File: config.mk
export PLATFORM = sky130hd
export DESIGN_NAME = uoe_out_endpoint
export DESIGN_NICKNAME = d
export VERILOG_FILES = /design/src/uoe_pkg.sv /design/src/uoe_out_endpoint.sv
export SDC_FILE = /design/constraint.sdc
export NUM_CORES = 1
export LEC_CHECK = 0
export ABC_AREA = 1
export BUFFER_PORTS_ARGS = -buffer_cell sky130_fd_sc_hd__buf_2
export CORE_ASPECT_RATIO = 1.75
export CORE_MARGIN = 4
export CORE_UTILIZATION = 50
export DETAILED_ROUTE_END_ITERATION = 12
export MAX_ROUTING_LAYER = met4
export PLACE_DENSITY = 0.75
export SLEW_MARGIN = 25
export SYNTH_ARGS = -nofsm -noshare
export SYNTH_HDL_FRONTEND = slang
export SYNTH_SLANG_ARGS = --single-unit
File: constraint.sdc
create_clock -name core_clk -period 2.44 [get_ports core_clk]
set_clock_uncertainty 0.05 [all_clocks]
set_input_delay 0.732 -clock core_clk [delete_from_list [all_inputs] [get_ports core_clk]]
set_output_delay 0.732 -clock core_clk [all_outputs]
set_load 0.1 [all_outputs]
File: src/uoe_pkg.sv
// Constants and types for the output endpoint descriptor block
package uoe_pkg;
  // Descriptor window in the microcontroller data space
  localparam logic [15:0] EDB_BASE_ADDR   = 16'hFF08;
  localparam logic [15:0] EDB_LAST_ADDR   = 16'hFF1F;
  localparam int          EP_COUNT        = 3;
  // Entry offsets inside one eight-byte descriptor
  localparam logic [2:0]  OFS_CONFIG      = 3'h0;
  localparam logic [2:0]  OFS_X_BASE      = 3'h1;
  localparam logic [2:0]  OFS_X_COUNT     = 3'h2;
  localparam logic [2:0]  OFS_Y_BASE      = 3'h5;
  localparam logic [2:0]  OFS_Y_COUNT     = 3'h6;
  localparam logic [2:0]  OFS_XY_SIZE     = 3'h7;
  // Bit positions in out_endpoint_config
  localparam int          CFG_ENABLE      = 7;
  localparam int          CFG_PERIODIC    = 6;
  localparam int          CFG_TOGGLE      = 5;
  localparam int          CFG_DOUBLE_BUF  = 4;
  localparam int          CFG_HALT        = 3;
  localparam int          CFG_IRQ_EN      = 2;
  localparam logic [7:0]  CFG_WRITE_MASK  = 8'hFC;
  // Bit positions in the count entries
  localparam int          CNT_OWNED       = 7;
  localparam logic [6:0]  MAX_PACKET      = 7'h40;
  localparam logic [7:0]  SIZE_WRITE_MASK = 8'h7F;
  // Reset value of every descriptor byte
  localparam logic [7:0]  EDB_RESET       = 8'h00;
  // Handshake codes returned to the serial engine
  localparam logic [1:0]  HS_NONE         = 2'h0;
  localparam logic [1:0]  HS_ACK          = 2'h1;
  localparam logic [1:0]  HS_NAK          = 2'h2;
  localparam logic [1:0]  HS_STALL        = 2'h3;

  typedef enum logic [1:0] {
    ST_IDLE,
    ST_RECV,
    ST_DROP,
    ST_FLUSH
  } uoe_state_t;
endpackage

File: src/uoe_out_endpoint.sv
// Output endpoint descriptors and OUT packet buffer manager for endpoints 1 to 3
`timescale 1ns/1ns
// Functional notes
// Completion pulse per endpoint is raised only when its interrupt enable is set.
// Halt bit resets low, forces STALL replies; only software clears it.
// Without double buffering use X only; with it, the sequence bit picks.
// Data sequence bit tracks the DATA0/DATA1 toggle of each endpoint.
// Software keeps the periodic select bit cleared; it has no effect.
// An endpoint with its enable bit clear is never serviced.
// Base entries hold address bits 10:3; three zero bits are appended.
// Software programs both base entries before enabling the endpoint.
// Packet data is written starting at the selected buffer's base address.
// Base entries are never modified by the buffer manager.
// Count field holds packet length in bytes, zero to 64.
// Software never writes a count of 65 or more.
// Ownership flag clear: buffer empty, next OUT packet is accepted.
// Ownership flag set: further OUT packets to that buffer get NAK.
// Eight-byte descriptor: config 0, X base 1, X count 2, Y 5, 6, size 7.
// On acceptance write length, set ownership flag and flip the sequence bit.
// Software clears the ownership flag after consuming the packet.
// With double buffering, sequence bit set selects the Y entries.
module uoe_out_endpoint
  import uoe_pkg::*;
(
  // Clock and reset
  input  wire logic        core_clk,
  input  wire logic        resetn,
  // Microcontroller data-space access to the descriptors
  input  wire logic [15:0] mcu_addr,
  input  wire logic        mcu_wr,
  input  wire logic [7:0]  mcu_wdata,
  input  wire logic        mcu_rd,
  output logic      [7:0]  mcu_rdata,
  // OUT token and packet data from the serial engine
  input  wire logic        sie_token_valid,
  input  wire logic [3:0]  sie_token_ep,
  input  wire logic        sie_byte_valid,
  input  wire logic [7:0]  sie_byte,
  output logic             sie_byte_ready,
  input  wire logic        sie_packet_end,
  // Handshake back to the serial engine
  output logic             sie_hs_valid,
  output logic      [1:0]  sie_hs_code,
  // Buffer RAM write port
  output logic             ram_wr_valid,
  output logic      [10:0] ram_wr_addr,
  output logic      [7:0]  ram_wr_data,
  input  wire logic        ram_wr_ready,
  // Transaction completion pulses, one per endpoint
  output logic      [2:0]  ep_done_irq
);

  typedef struct packed {
    logic [2:0][7:0] cfg;
    logic [2:0][7:0] x_base;
    logic [2:0][7:0] x_count;
    logic [2:0][7:0] y_base;
    logic [2:0][7:0] y_count;
    logic [2:0][7:0] xy_size;
    logic [7:0]      rdata;
    uoe_state_t      state;
    logic [1:0]      ep;
    logic            sel_y;
    logic [10:0]     start;
    logic [6:0]      len;
    logic [1:0]      pend_code;
    logic            hs_valid;
    logic [1:0]      hs_code;
    logic            in_ready;
    logic            head_v;
    logic [10:0]     head_addr;
    logic [7:0]      head_data;
    logic            spare_v;
    logic [10:0]     spare_addr;
    logic [7:0]      spare_data;
    logic [2:0]      irq;
  } uoe_regs_t;

  uoe_regs_t q;
  uoe_regs_t d;

  logic [4:0]  rel;
  logic [1:0]  idx;
  logic [2:0]  ofs;
  logic        hit;
  logic        tok_ok;
  logic [1:0]  tok_idx;
  logic        tok_y;
  logic        tok_own;
  logic        in_fire;
  logic        push;
  logic [10:0] push_addr;

  // Descriptor address decode
  assign rel = 5'(mcu_addr - EDB_BASE_ADDR);
  assign idx = rel[4:3];
  assign ofs = rel[2:0];
  assign hit = (mcu_addr >= EDB_BASE_ADDR) && (mcu_addr <= EDB_LAST_ADDR);

  // Token endpoint lookup and buffer selection
  assign tok_ok  = (sie_token_ep >= 4'h1) && (sie_token_ep <= 4'h3);
  assign tok_idx = 2'(sie_token_ep - 4'h1);
  // Gated by tok_ok so an unserviced endpoint number never selects the Y entries; tok_own and the enable check still index with tok_idx
  assign tok_y   = tok_ok && q.cfg[tok_idx][CFG_DOUBLE_BUF] && q.cfg[tok_idx][CFG_TOGGLE];
  assign tok_own = tok_y ? q.y_count[tok_idx][CNT_OWNED] : q.x_count[tok_idx][CNT_OWNED];

  // Data byte accepted and forwarded to the RAM buffer
  assign in_fire   = sie_byte_valid && q.in_ready;
  assign push      = in_fire && (q.state == ST_RECV) && (q.len < MAX_PACKET);
  assign push_addr = q.start + 11'(q.len);

  // Next-state logic for descriptors, sequencer and buffer
  always_comb begin
    d          = q;
    d.hs_valid = 1'b0;
    d.irq      = 3'b000;
    d.rdata    = 8'h00;

    // Software writes; base entries change only here
    if (mcu_wr && hit) begin
      if (ofs == OFS_CONFIG) begin
        d.cfg[idx] = mcu_wdata & CFG_WRITE_MASK;
      end else if (ofs == OFS_X_BASE) begin
        d.x_base[idx] = mcu_wdata;
      end else if (ofs == OFS_X_COUNT) begin
        d.x_count[idx] = mcu_wdata;
      end else if (ofs == OFS_Y_BASE) begin
        d.y_base[idx] = mcu_wdata;
      end else if (ofs == OFS_Y_COUNT) begin
        d.y_count[idx] = mcu_wdata;
      end else if (ofs == OFS_XY_SIZE) begin
        d.xy_size[idx] = mcu_wdata & SIZE_WRITE_MASK;
      end
    end

    // Software reads, registered; spare offsets and misses read zero
    if (mcu_rd && hit) begin
      if (ofs == OFS_CONFIG) begin
        d.rdata = q.cfg[idx];
      end else if (ofs == OFS_X_BASE) begin
        d.rdata = q.x_base[idx];
      end else if (ofs == OFS_X_COUNT) begin
        d.rdata = q.x_count[idx];
      end else if (ofs == OFS_Y_BASE) begin
        d.rdata = q.y_base[idx];
      end else if (ofs == OFS_Y_COUNT) begin
        d.rdata = q.y_count[idx];
      end else if (ofs == OFS_XY_SIZE) begin
        d.rdata = q.xy_size[idx];
      end
    end

    // Two-entry buffer: head drains to RAM, spare catches a stalled word
    if (q.head_v && ram_wr_ready) begin
      d.head_v = 1'b0;
    end
    if (d.spare_v && !d.head_v) begin
      d.head_v    = 1'b1;
      d.head_addr = d.spare_addr;
      d.head_data = d.spare_data;
      d.spare_v   = 1'b0;
    end
    if (push) begin
      if (!d.head_v) begin
        d.head_v    = 1'b1;
        d.head_addr = push_addr;
        d.head_data = sie_byte;
      end else begin
        d.spare_v    = 1'b1;
        d.spare_addr = push_addr;
        d.spare_data = sie_byte;
      end
      d.len = q.len + 7'h01;
    end

    // OUT transaction sequencer
    case (q.state)
      ST_IDLE: begin
        if (sie_token_valid) begin
          d.ep    = tok_idx;
          d.sel_y = tok_y;
          d.len   = 7'h00;
          d.state = ST_DROP;
          if (!tok_ok || !q.cfg[tok_idx][CFG_ENABLE]) begin
            d.pend_code = HS_NONE;
          end else if (q.cfg[tok_idx][CFG_HALT]) begin
            d.pend_code = HS_STALL;
          end else if (tok_own) begin
            d.pend_code = HS_NAK;
          end else begin
            d.state = ST_RECV;
            d.start = tok_y ? {q.y_base[tok_idx], 3'b000}
                            : {q.x_base[tok_idx], 3'b000};
          end
        end
      end
      ST_RECV: begin
        if (sie_packet_end) begin
          d.state = ST_FLUSH;
        end
      end
      ST_DROP: begin
        if (sie_packet_end) begin
          d.state    = ST_IDLE;
          d.hs_valid = (q.pend_code != HS_NONE);
          d.hs_code  = q.pend_code;
        end
      end
      ST_FLUSH: begin
        if (!q.head_v && !q.spare_v) begin
          // Commit after every byte has reached RAM; hardware set wins over software clear
          if (q.sel_y) begin
            d.y_count[q.ep] = {1'b1, q.len};
          end else begin
            d.x_count[q.ep] = {1'b1, q.len};
          end
          d.cfg[q.ep][CFG_TOGGLE] = ~q.cfg[q.ep][CFG_TOGGLE];
          d.irq[q.ep]  = q.cfg[q.ep][CFG_IRQ_EN];
          d.hs_valid   = 1'b1;
          d.hs_code    = HS_ACK;
          d.state      = ST_IDLE;
        end
      end
      default: begin
        d.state = ST_IDLE;
      end
    endcase

    // Registered ready: drop mode swallows bytes, receive stalls when spare is busy
    d.in_ready = (d.state == ST_DROP) || ((d.state == ST_RECV) && !d.spare_v);
  end

  // State register
  always_ff @(posedge core_clk or negedge resetn) begin
    if (!resetn) begin
      q.cfg        <= {EP_COUNT{EDB_RESET}};
      q.x_base     <= {EP_COUNT{EDB_RESET}};
      q.x_count    <= {EP_COUNT{EDB_RESET}};
      q.y_base     <= {EP_COUNT{EDB_RESET}};
      q.y_count    <= {EP_COUNT{EDB_RESET}};
      q.xy_size    <= {EP_COUNT{EDB_RESET}};
      q.rdata      <= 8'h00;
      q.state      <= ST_IDLE;
      q.ep         <= 2'b00;
      q.sel_y      <= 1'b0;
      q.start      <= 11'h000;
      q.len        <= 7'h00;
      q.pend_code  <= HS_NONE;
      q.hs_valid   <= 1'b0;
      q.hs_code    <= HS_NONE;
      q.in_ready   <= 1'b0;
      q.head_v     <= 1'b0;
      q.head_addr  <= 11'h000;
      q.head_data  <= 8'h00;
      q.spare_v    <= 1'b0;
      q.spare_addr <= 11'h000;
      q.spare_data <= 8'h00;
      q.irq        <= 3'b000;
    end else begin
      q <= d;
    end
  end

  // Outputs straight from flip-flops
  assign mcu_rdata      = q.rdata;
  assign sie_byte_ready = q.in_ready;
  assign sie_hs_valid   = q.hs_valid;
  assign sie_hs_code    = q.hs_code;
  assign ram_wr_valid   = q.head_v;
  assign ram_wr_addr    = q.head_addr;
  assign ram_wr_data    = q.head_data;
  assign ep_done_irq    = q.irq;

endmodule

* After elaboration in Yosys (flattened, before gate mapping)
Index checks and enable logic that the tools add are counted.
** Storage, ports and cells
- Output and inout bits :: 35
- Input bits :: 44
- Register bits :: 224
** Cells by class
- Order comparisons :: 10
- Eq/ne operators :: 12
- Reductions and logical operators :: 36
- Mux-type cells :: 96
- Add/subtract/negate cells :: 4
- Bitwise gates (word level) :: 10
** Operators with widths (count)
- two-way mux 24 bit :: 15
- bitwise mux 24 bit :: 9
- binary-select mux 8 bit (select 2 bit) :: 12
- two-way mux 8 bit :: 20
- two-way mux 144 bit :: 1
- two-way mux 120 bit :: 1
- two-way mux 96 bit :: 1
- two-way mux 72 bit :: 1
- demux 8 bit (select 2 bit) :: 3
- two-way mux 48 bit :: 1
- two-way mux 11 bit :: 4
- two-way mux 40 bit :: 1
- two-way mux 25 bit :: 1
- two-way mux 21 bit :: 1
- two-way mux 20 bit :: 1
- two-way mux 19 bit :: 1
- two-way mux 2 bit :: 9
- greater-or-equal comparator 16 bit (second input constant) :: 1
- <= comparator 16 bit (second input constant) :: 1
- logical AND 1 bit :: 15
- two-way mux 3 bit :: 4
- two-way mux 6 bit :: 2
- adder 11 x 7 -> 11 bit :: 1
- AND reduction 5 bit :: 2
- other kinds (31) :: 60

* Depth between registers and ports, before layout
Gate-level depths: netlist of the first run.
- Depth after elaboration :: 17
- Mapped depth :: 16
- Gate-level depth less buffers :: 13

* Worst setup path after synthesis of the first run
No wires, ideal clock.
- Path type :: in2reg
- From :: input port mcu_addr[3]
- To :: register q, in the netlist mcu_rdata[5]
- Library setup time :: 133 ps
- Stages :: 16
- Setup slack :: -288 ps
- Arrival :: 2545 ps
- Buffers on the path :: 4
- Cells stage by stage :: inv_2 > clkbuf_1 > buf_2 > ha_1 > buf_2 > nand2_1 > inv_1 > buf_2 > nand2_1 > o21ai_0 > nand2_1 > nand2_1 > nand3_1 > nand2_1 > nand2_1 > a21oi_1
** RTL lines
- from (decl) :: line uoe_out_endpoint.sv:29 : input wire logic [15:0] mcu_addr,
- to (decl) :: line uoe_out_endpoint.sv:79 : uoe_regs_t q;

* Worst setup path in the final report of the first run
- From :: input port sie_token_ep[0]
- To :: register q[63] (netlist name)
** Between the ends
- Cells in the longest elaborated chain, start to end :: 8
- Elaborated cells on any way between the ends :: 25
- Those cells by class :: 1 x add/sub; 2 x order compare; 12 x mux; 3 x bitwise; 7 x reduce/logical
** RTL lines
- from (decl) :: line uoe_out_endpoint.sv:36 : input wire logic [3:0] sie_token_ep,
- subtractor 2 x 1 -> 2 bit :: line uoe_out_endpoint.sv:102 : assign tok_idx = 2'(sie_token_ep - 4'h1);
- binary-select mux 8 bit (select 2 bit) :: line uoe_out_endpoint.sv:104, uoe_out_endpoint.sv:184, uoe_out_endpoint.sv:186
- two-way mux 8 bit (not written as such) :: line uoe_out_endpoint.sv:186 : end else if (q.cfg[tok_idx][CFG_HALT]) begin
- logical AND 1 bit (2 in series) :: line uoe_out_endpoint.sv:104 : assign tok_y = tok_ok && q.cfg[tok_idx][CFG_DOUBLE_BUF] && q.cfg[tok_idx][CFG_TOGGLE];
- two-way mux 1 bit :: line uoe_out_endpoint.sv:105 : assign tok_own = tok_y ? q.y_count[tok_idx][CNT_OWNED] : q.x_count[tok_idx][CNT_OWNED];
- inverter 1 bit (no line)
- AND reduction 5 bit (no line)
Several ways; a longest one is shown, not always the timed one. The select of a mux whose other input is x is not followed.
A chain may end at the register's enable or synchronous reset.

==> results.tsv, run 1 <==
stage	metric	value	unit
cells_and_area	area occupied by registers	5530	um2
global_route	Total Routing Usage GR	0.299	
sta	highest attainable clock frequency	439	MHz
detailed_routing	Initial DRC Count	891	
setup_path	delay of the slowest cell on the worst path	0.44	ns
clock_network	number of buffers inserted for hold repair after clock tree synthesis	0	
logic_synthesis	Unique masters post-synth	38	
logic_synthesis	Synth Instances	1604	
die	standard-cell rows	74	
setup_path	termination of the worst setup path	q[63]	
power	power consumption	8840	uW
detailed_routing	mean number of vias per cell	5.58	
placed_design	instance area at placement	13200	um2
setup_path	number of cells on the critical path	12	
detailed_routing	vias	11300	
placed_design	weighted congestion at the end of routability-driven global placement	1.07	
logic_synthesis	post-synthesis area per instance	7.45	um2
clock_network	clock transition at the registers of the reported paths	0.06	ns
setup_path	slowest stage cell on the critical path	sky130_fd_sc_hd__o21ai_0	
cells_and_area	commonest cells after routing, fill and taps aside	sky130_fd_sc_hd__nand2_1, sky130_fd_sc_hd__dfrtp_1, sky130_fd_sc_hd__o21ai_0, sky130_fd_sc_hd__inv_1, sky130_fd_sc_hd__nand3_1	
sta	Tcrit/Tclk final	0.933	
global_route	number of global-route vias before repair	11300	
setup_path	CP max FO	9	
die	starting density of the core	0.510	
detailed_routing	drt first pass iters	6	
cells_and_area	layout net count	1766	
clock_network	clock latency at the later pin of the worst-skew pair	0.52	ns
sta	final critical delay including setup and external delays	2.28	ns
die	area of the core region	23400	um2
sta	Sum Neg Setup Slack	0	ns
logic_synthesis	share of synthesized registers carrying an async set or reset	1.00	
setup_path	worst reg2reg path startpoint	ram_wr_valid	
placed_design	dpl hpwl	28800	um
clock_network	clock buffer count from CTS	21	
setup_path	critical-path cell list	buf_2 > inv_1 > ha_4 > inv_1 > nand2_1 > nand2_1 > buf_4 > nor2_4 > inv_1 > o21ai_0 > nand2_1 > o21ai_0	
cells_and_area	Finished Cell Area	13900	um2
placed_design	number of port buffers	78	
setup_path	sum of buffers and inverters on the critical path	5	
global_route	maximum number of pins on one net before global-route repair	59	
detailed_routing	DRT Wirelength	38400	um
setup_path	type of the setup path with the least slack	in -> reg	
clock_network	CTS tree	yes	
cells_and_area	area added between synthesis and finish	16.0	%
die	Die Area	26500	um2
setup_path	WP data arrival	2.64	ns
setup_path	startpoint type of the worst setup path	input pin	
setup_path	flop-to-flop setup slack	0.35	ns
logic_synthesis	Synth warnings	0	
power	P_leak	0.00702	uW
logic_synthesis	mapped cell area	12000	um2
clock_network	H-tree levels	1	
logic_synthesis	count of state elements after synthesis	221	
clock_network	cell chosen for the clock root	sky130_fd_sc_hd__clkbuf_16	
placed_design	Inst Count DP	1992	
flow_run	count of max-cap constraint violations	0	
setup_path	capture point of the worst reg-to-reg path	q[115]	
die	Die Ht	213	um
worst_hold_path	min-delay worst type	in -> async	
die	horizontal die dimension	125	um
clock_network	number of sinks driven by the clock tree	221	
global_route	wire length of the first global-routing pass	61300	um
clock_network	number of buffers inserted by post-CTS setup repair	0	
cells_and_area	number of inserted diodes	0	
sta	number of failing setup endpoints in the final timing report	0	
cells_and_area	number of standard cells in the final layout excluding fillers	2028	
logic_synthesis	sequential area share after synthesis	0.463	
sta	actual slew at the worst max-slew pin	0.613	ns
setup_path	crit path capture type	flop	
logic_synthesis	count of flip-flops with a built-in enable after synthesis	0	
global_route	number of antenna violations at the first check in global routing	0	
cells_and_area	multi-input gate area in the final layout	5230	um2
sta	headroom to the max-slew limit	0.591	
power	pwr dens	637	nW/um2
detailed_routing	DRC violations left	0	
detailed_routing	wire length per cell after detailed routing	18.9	um
die	Boundary Pins	79	
sta	count of final hold-check violations	0	
sta	setup repair after global routing missed its margin	no	
setup_path	Top Family by Delay on Critical Path	buffers and inverters	
cells_and_area	most frequent standard cell in the layout excluding fill and tap cells	sky130_fd_sc_hd__nand2_1	
clock_network	post_cts resized	0	
run_status	result of the run	finished clean	
setup_path	R2R cell count	11	
setup_path	required time at the endpoint of the critical path	2.81	ns
logic_synthesis	Synth Flop Type	sky130_fd_sc_hd__dfrtp_1	
detailed_routing	Routed Antenna Nets	0	
power	Worst IR Drop VDD	580	uV
logic_synthesis	total nets after synthesis	1659	
cells_and_area	count of fill cells added during filler insertion	2157	
setup_path	launching element of the worst setup path	sie_token_ep[0]	
cells_and_area	fraction of layout instances using a drive strength above 1	0.157	
sta	final max-slew violation count	0	
clock_network	clock buffer depth	3	
global_route	leftover overflow at the end of global routing	0	
worst min-delay path by stage:
stage / slack [ns] / start / to
final: 0.08 / resetn / sie_hs_code[1]
after floorplan: 0.38 / flop / flop
after global routing: 0.1 / resetn / sie_hs_valid
after global placement: 0.40 / q[10] / q[10]
after detailed placement: 0.40 / flop / flop
after CTS: 0.1 / resetn / sie_hs_code[1]
synth_stat cells (19+ instances only):
cell                       instances  area (um2)
sky130_fd_sc_hd__nand4_1          23         144
sky130_fd_sc_hd__buf_4            37         278
sky130_fd_sc_hd__inv_1           157         589
sky130_fd_sc_hd__a21oi_1          51         255
sky130_fd_sc_hd__clkbuf_1         51         191
sky130_fd_sc_hd__nor2_1           88         330
sky130_fd_sc_hd__nand3_1         111         556
sky130_fd_sc_hd__nand2_1         492        1850
sky130_fd_sc_hd__o21ai_0         175         876
sky130_fd_sc_hd__o21ai_1          53         265
sky130_fd_sc_hd__buf_2            19        95.1
sky130_fd_sc_hd__dfrtp_1         221        5530
layout make-up:
| class | instances | area share |
|---|---|---|
| flip-flops and latches | 221 | 0.399 |
| repair buffers | 198 | 0.103 |
| well taps | 304 | 0.0274 |
| multi-input cells | 1104 | 0.377 |
| clock buffers | 30 | 0.0432 |
| clock inverters | 6 | 0.00631 |
| inverters | 165 | 0.0447 |
kinds of logic (layout without fill, tap and decap cells):
logic type	after synthesis	count (layout)	share of synthesized area
flops	221	221	0.463
fa+ha+maj	11	11	0.0121
buf+inv	279	399	0.103
mux	5	5	0.00440
simple gates	752	752	0.264
xor+xnor	8	8	0.00586
compound gates	328	328	0.148
per-stage QoR:
stage	hold slack, ns	util	setup slack (ns)
2_1_floorplan	0.381	-	0.0148
3_3_place_gp	0.404	0.563	-0.298
3_5_place_dp	0.405	0.563	-0.300
4_1_cts	0.0953	0.592	0.211
5_1_grt	0.0996	0.592	0.0635
6_report	0.0824	0.592	0.164
where the power goes:
part / switching [uW] / internal (uW)
logic: 1060 / 419
registers: 127 / 3850
clock network: 1450 / 1930
routing by layer:
metal | global-route usage | share of wire
met5 | - | 0
met1 | 0.329 | 0.37
met3 | 0.0307 | 0.053
met2 | 0.515 | 0.50
met4 | 0.195 | 0.078
Power figures use the tool's default switching activity.
==> run 2, diff against run 1 <==
- ABC_CLOCK_PERIOD_IN_PS: not set -> 2440
- CORE_MARGIN: 4 -> not set
==> results.tsv, run 2 (synthesis results as in run 1) <==
stage	metric	value	unit	change
detailed_routing	Initial DRC Count	784		-12%
cells_and_area	number of inserted diodes	0		unchanged
sta	count of final hold-check violations	0		unchanged
setup_path	type of the setup path with the least slack	reg -> out		
power	Worst IR Drop VDD	526	uV	-9.4%
clock_network	number of buffers inserted for hold repair after clock tree synthesis	0		unchanged
run_status	result of the run	finished clean		
cells_and_area	most frequent standard cell in the layout excluding fill and tap cells	sky130_fd_sc_hd__nand2_1		
setup_path	WP data arrival	1.46	ns	-1.18 ns
setup_path	capture point of the worst reg-to-reg path	q[108]		
global_route	wire length of the first global-routing pass	60100	um	-1.9%
cells_and_area	fraction of layout instances using a drive strength above 1	0.152		-0.00506
setup_path	startpoint type of the worst setup path	flop		
global_route	maximum number of pins on one net before global-route repair	58		-1.7%
setup_path	launching element of the worst setup path	mcu_rdata[6]		
setup_path	crit path capture type	primary output		
global_route	number of antenna violations at the first check in global routing	0		unchanged
power	pwr dens	633	nW/um2	-0.63%
flow_run	count of max-cap constraint violations	0		unchanged
sta	headroom to the max-slew limit	0.491		-0.0995
clock_network	clock latency at the later pin of the worst-skew pair	0.51	ns	about the same
detailed_routing	Routed Antenna Nets	0		unchanged
cells_and_area	layout net count	1753		-0.74%
placed_design	weighted congestion at the end of routability-driven global placement	1.03		-3.6%
sta	setup repair after global routing missed its margin	no		
sta	final critical delay including setup and external delays	2.24	ns	-0.0327 ns
sta	setup ws final	0.197	ns	+0.0327 ns
clock_network	cell chosen for the clock root	sky130_fd_sc_hd__clkbuf_16		
cells_and_area	commonest cells after routing, fill and taps aside	sky130_fd_sc_hd__nand2_1, sky130_fd_sc_hd__dfrtp_1, sky130_fd_sc_hd__o21ai_0, sky130_fd_sc_hd__inv_1, sky130_fd_sc_hd__nand3_1		
detailed_routing	DRT Wirelength	38300	um	-0.25%
setup_path	R2R cell count	10		-1
detailed_routing	mean number of vias per cell	5.68		+2.0%
detailed_routing	DRC violations left	0		unchanged
detailed_routing	vias	11400		+1.2%
cells_and_area	final core utilization	0.588		-0.00374
clock_network	clock transition at the registers of the reported paths	0.07	ns	about the same
clock_network	H-tree levels	1		unchanged
clock_network	clock buffer count from CTS	21		unchanged
setup_path	delay of the slowest cell on the worst path	0.47	ns	+0.03 ns
power	P_leak	0.00696	uW	-0.92%
die	starting density of the core	0.510		unchanged
die	Boundary Pins	79		unchanged
worst_hold_path	min-delay worst type	in -> async		
setup_path	CP max FO	1		-8
cells_and_area	count of fill cells added during filler insertion	2123		-1.6%
placed_design	pre-CTS setup slack	-0.241	ns	+0.0588 ns
setup_path	Top Family by Delay on Critical Path	flip-flops		
setup_path	slowest stage cell on the critical path	sky130_fd_sc_hd__dfrtp_1		
placed_design	number of port buffers	78		unchanged
clock_network	number of sinks driven by the clock tree	221		unchanged
global_route	number of global-route vias before repair	11200		-1.4%
detailed_routing	wire length per cell after detailed routing	19.0	um	+0.50%
detailed_routing	drt first pass iters	8		+2
die	horizontal die dimension	119	um	-4.8%
setup_path	sum of buffers and inverters on the critical path	1		-4
die	standard-cell rows	74		unchanged
clock_network	CTS tree	yes		
clock_network	post_cts resized	0		unchanged
die	area of the core region	23400	um2	unchanged
cells_and_area	number of standard cells in the final layout excluding fillers	2013		-0.74%
die	Die Ht	207	um	-2.8%
setup_path	flop-to-flop setup slack	0.33	ns	-0.02 ns
clock_network	clock buffer depth	3		unchanged
cells_and_area	area added between synthesis and finish	15.3	%	
setup_path	required time at the endpoint of the critical path	1.66	ns	-1.15 ns
sta	number of failing setup endpoints in the final timing report	0		unchanged
placed_design	dpl hpwl	28400	um	-1.5%
die	Die Area	24600	um2	-7.5%
sta	highest attainable clock frequency	446	MHz	+1.5%
setup_path	critical-path cell list	buf_2		
clock_network	number of buffers inserted by post-CTS setup repair	0		unchanged
global_route	Total Routing Usage GR	0.330		+0.0307
placed_design	Inst Count DP	1979		-0.65%
sta	actual slew at the worst max-slew pin	0.762	ns	+0.149 ns
global_route	leftover overflow at the end of global routing	0		unchanged
setup_path	worst reg2reg path startpoint	ram_wr_valid		
sta	final max-slew violation count	0		unchanged
sta	Tcrit/Tclk final	0.919		-0.0134
-- run 2: how the worst max path moves through the flow --
stage	slack (ns)	cells after the start	end
3_5_place_dp	-0.24	12	mcu_rdata[3]
3_3_place_gp	-0.25	13	q[64]
5_1_grt	0.13	13	q[64]
2_1_floorplan	0.01	16	mcu_rdata[5]
4_1_cts	0.24	1	mcu_rdata[6]
6_report	0.20	1	mcu_rdata[6]
-- run 2: power by group --
group	switching (uW)	leakage (uW)	internal (uW)
sequential	124	0.00287	3850
clock	1450	0.000325	1820
combinational	1070	0.00376	412
-- run 2: final cells by class --
class                   instances  area, um2  share of cell area
clock inverters                11        116             0.00844
inverters                     165        619              0.0449
repair buffers                185       1370              0.0991
multi-input cells            1104       5230               0.379
well taps                     304        380              0.0276
flip-flops and latches        221       5530               0.401
clock buffers                  23        543              0.0394
-- run 2: metrics by stage --
stage / TNS (ns) / instance area [um2] / total power [uW] / hold slack (ns)
floorplan: 0 / 12000 / 5030 / 0.381
global placement: -4.09 / 13100 / 5470 / 0.395
detailed placement: -5.60 / 13100 / 5500 / 0.402
CTS: 0 / 13800 / 8770 / 0.0470
global route: 0 / 13800 / 9050 / 0.0611
finish: 0 / 13800 / 8730 / 0.0440
-- run 2: layer usage --
metal	global-route usage	part of all wire	routed length [um]	up-vias
li1	-	-	-	5362
met1	0.356	0.36	13900	5417
met4	0.269	0.086	3290	0
met5	-	0	0	-
met2	0.549	0.49	18900	482
met3	0.0374	0.055	2100	182
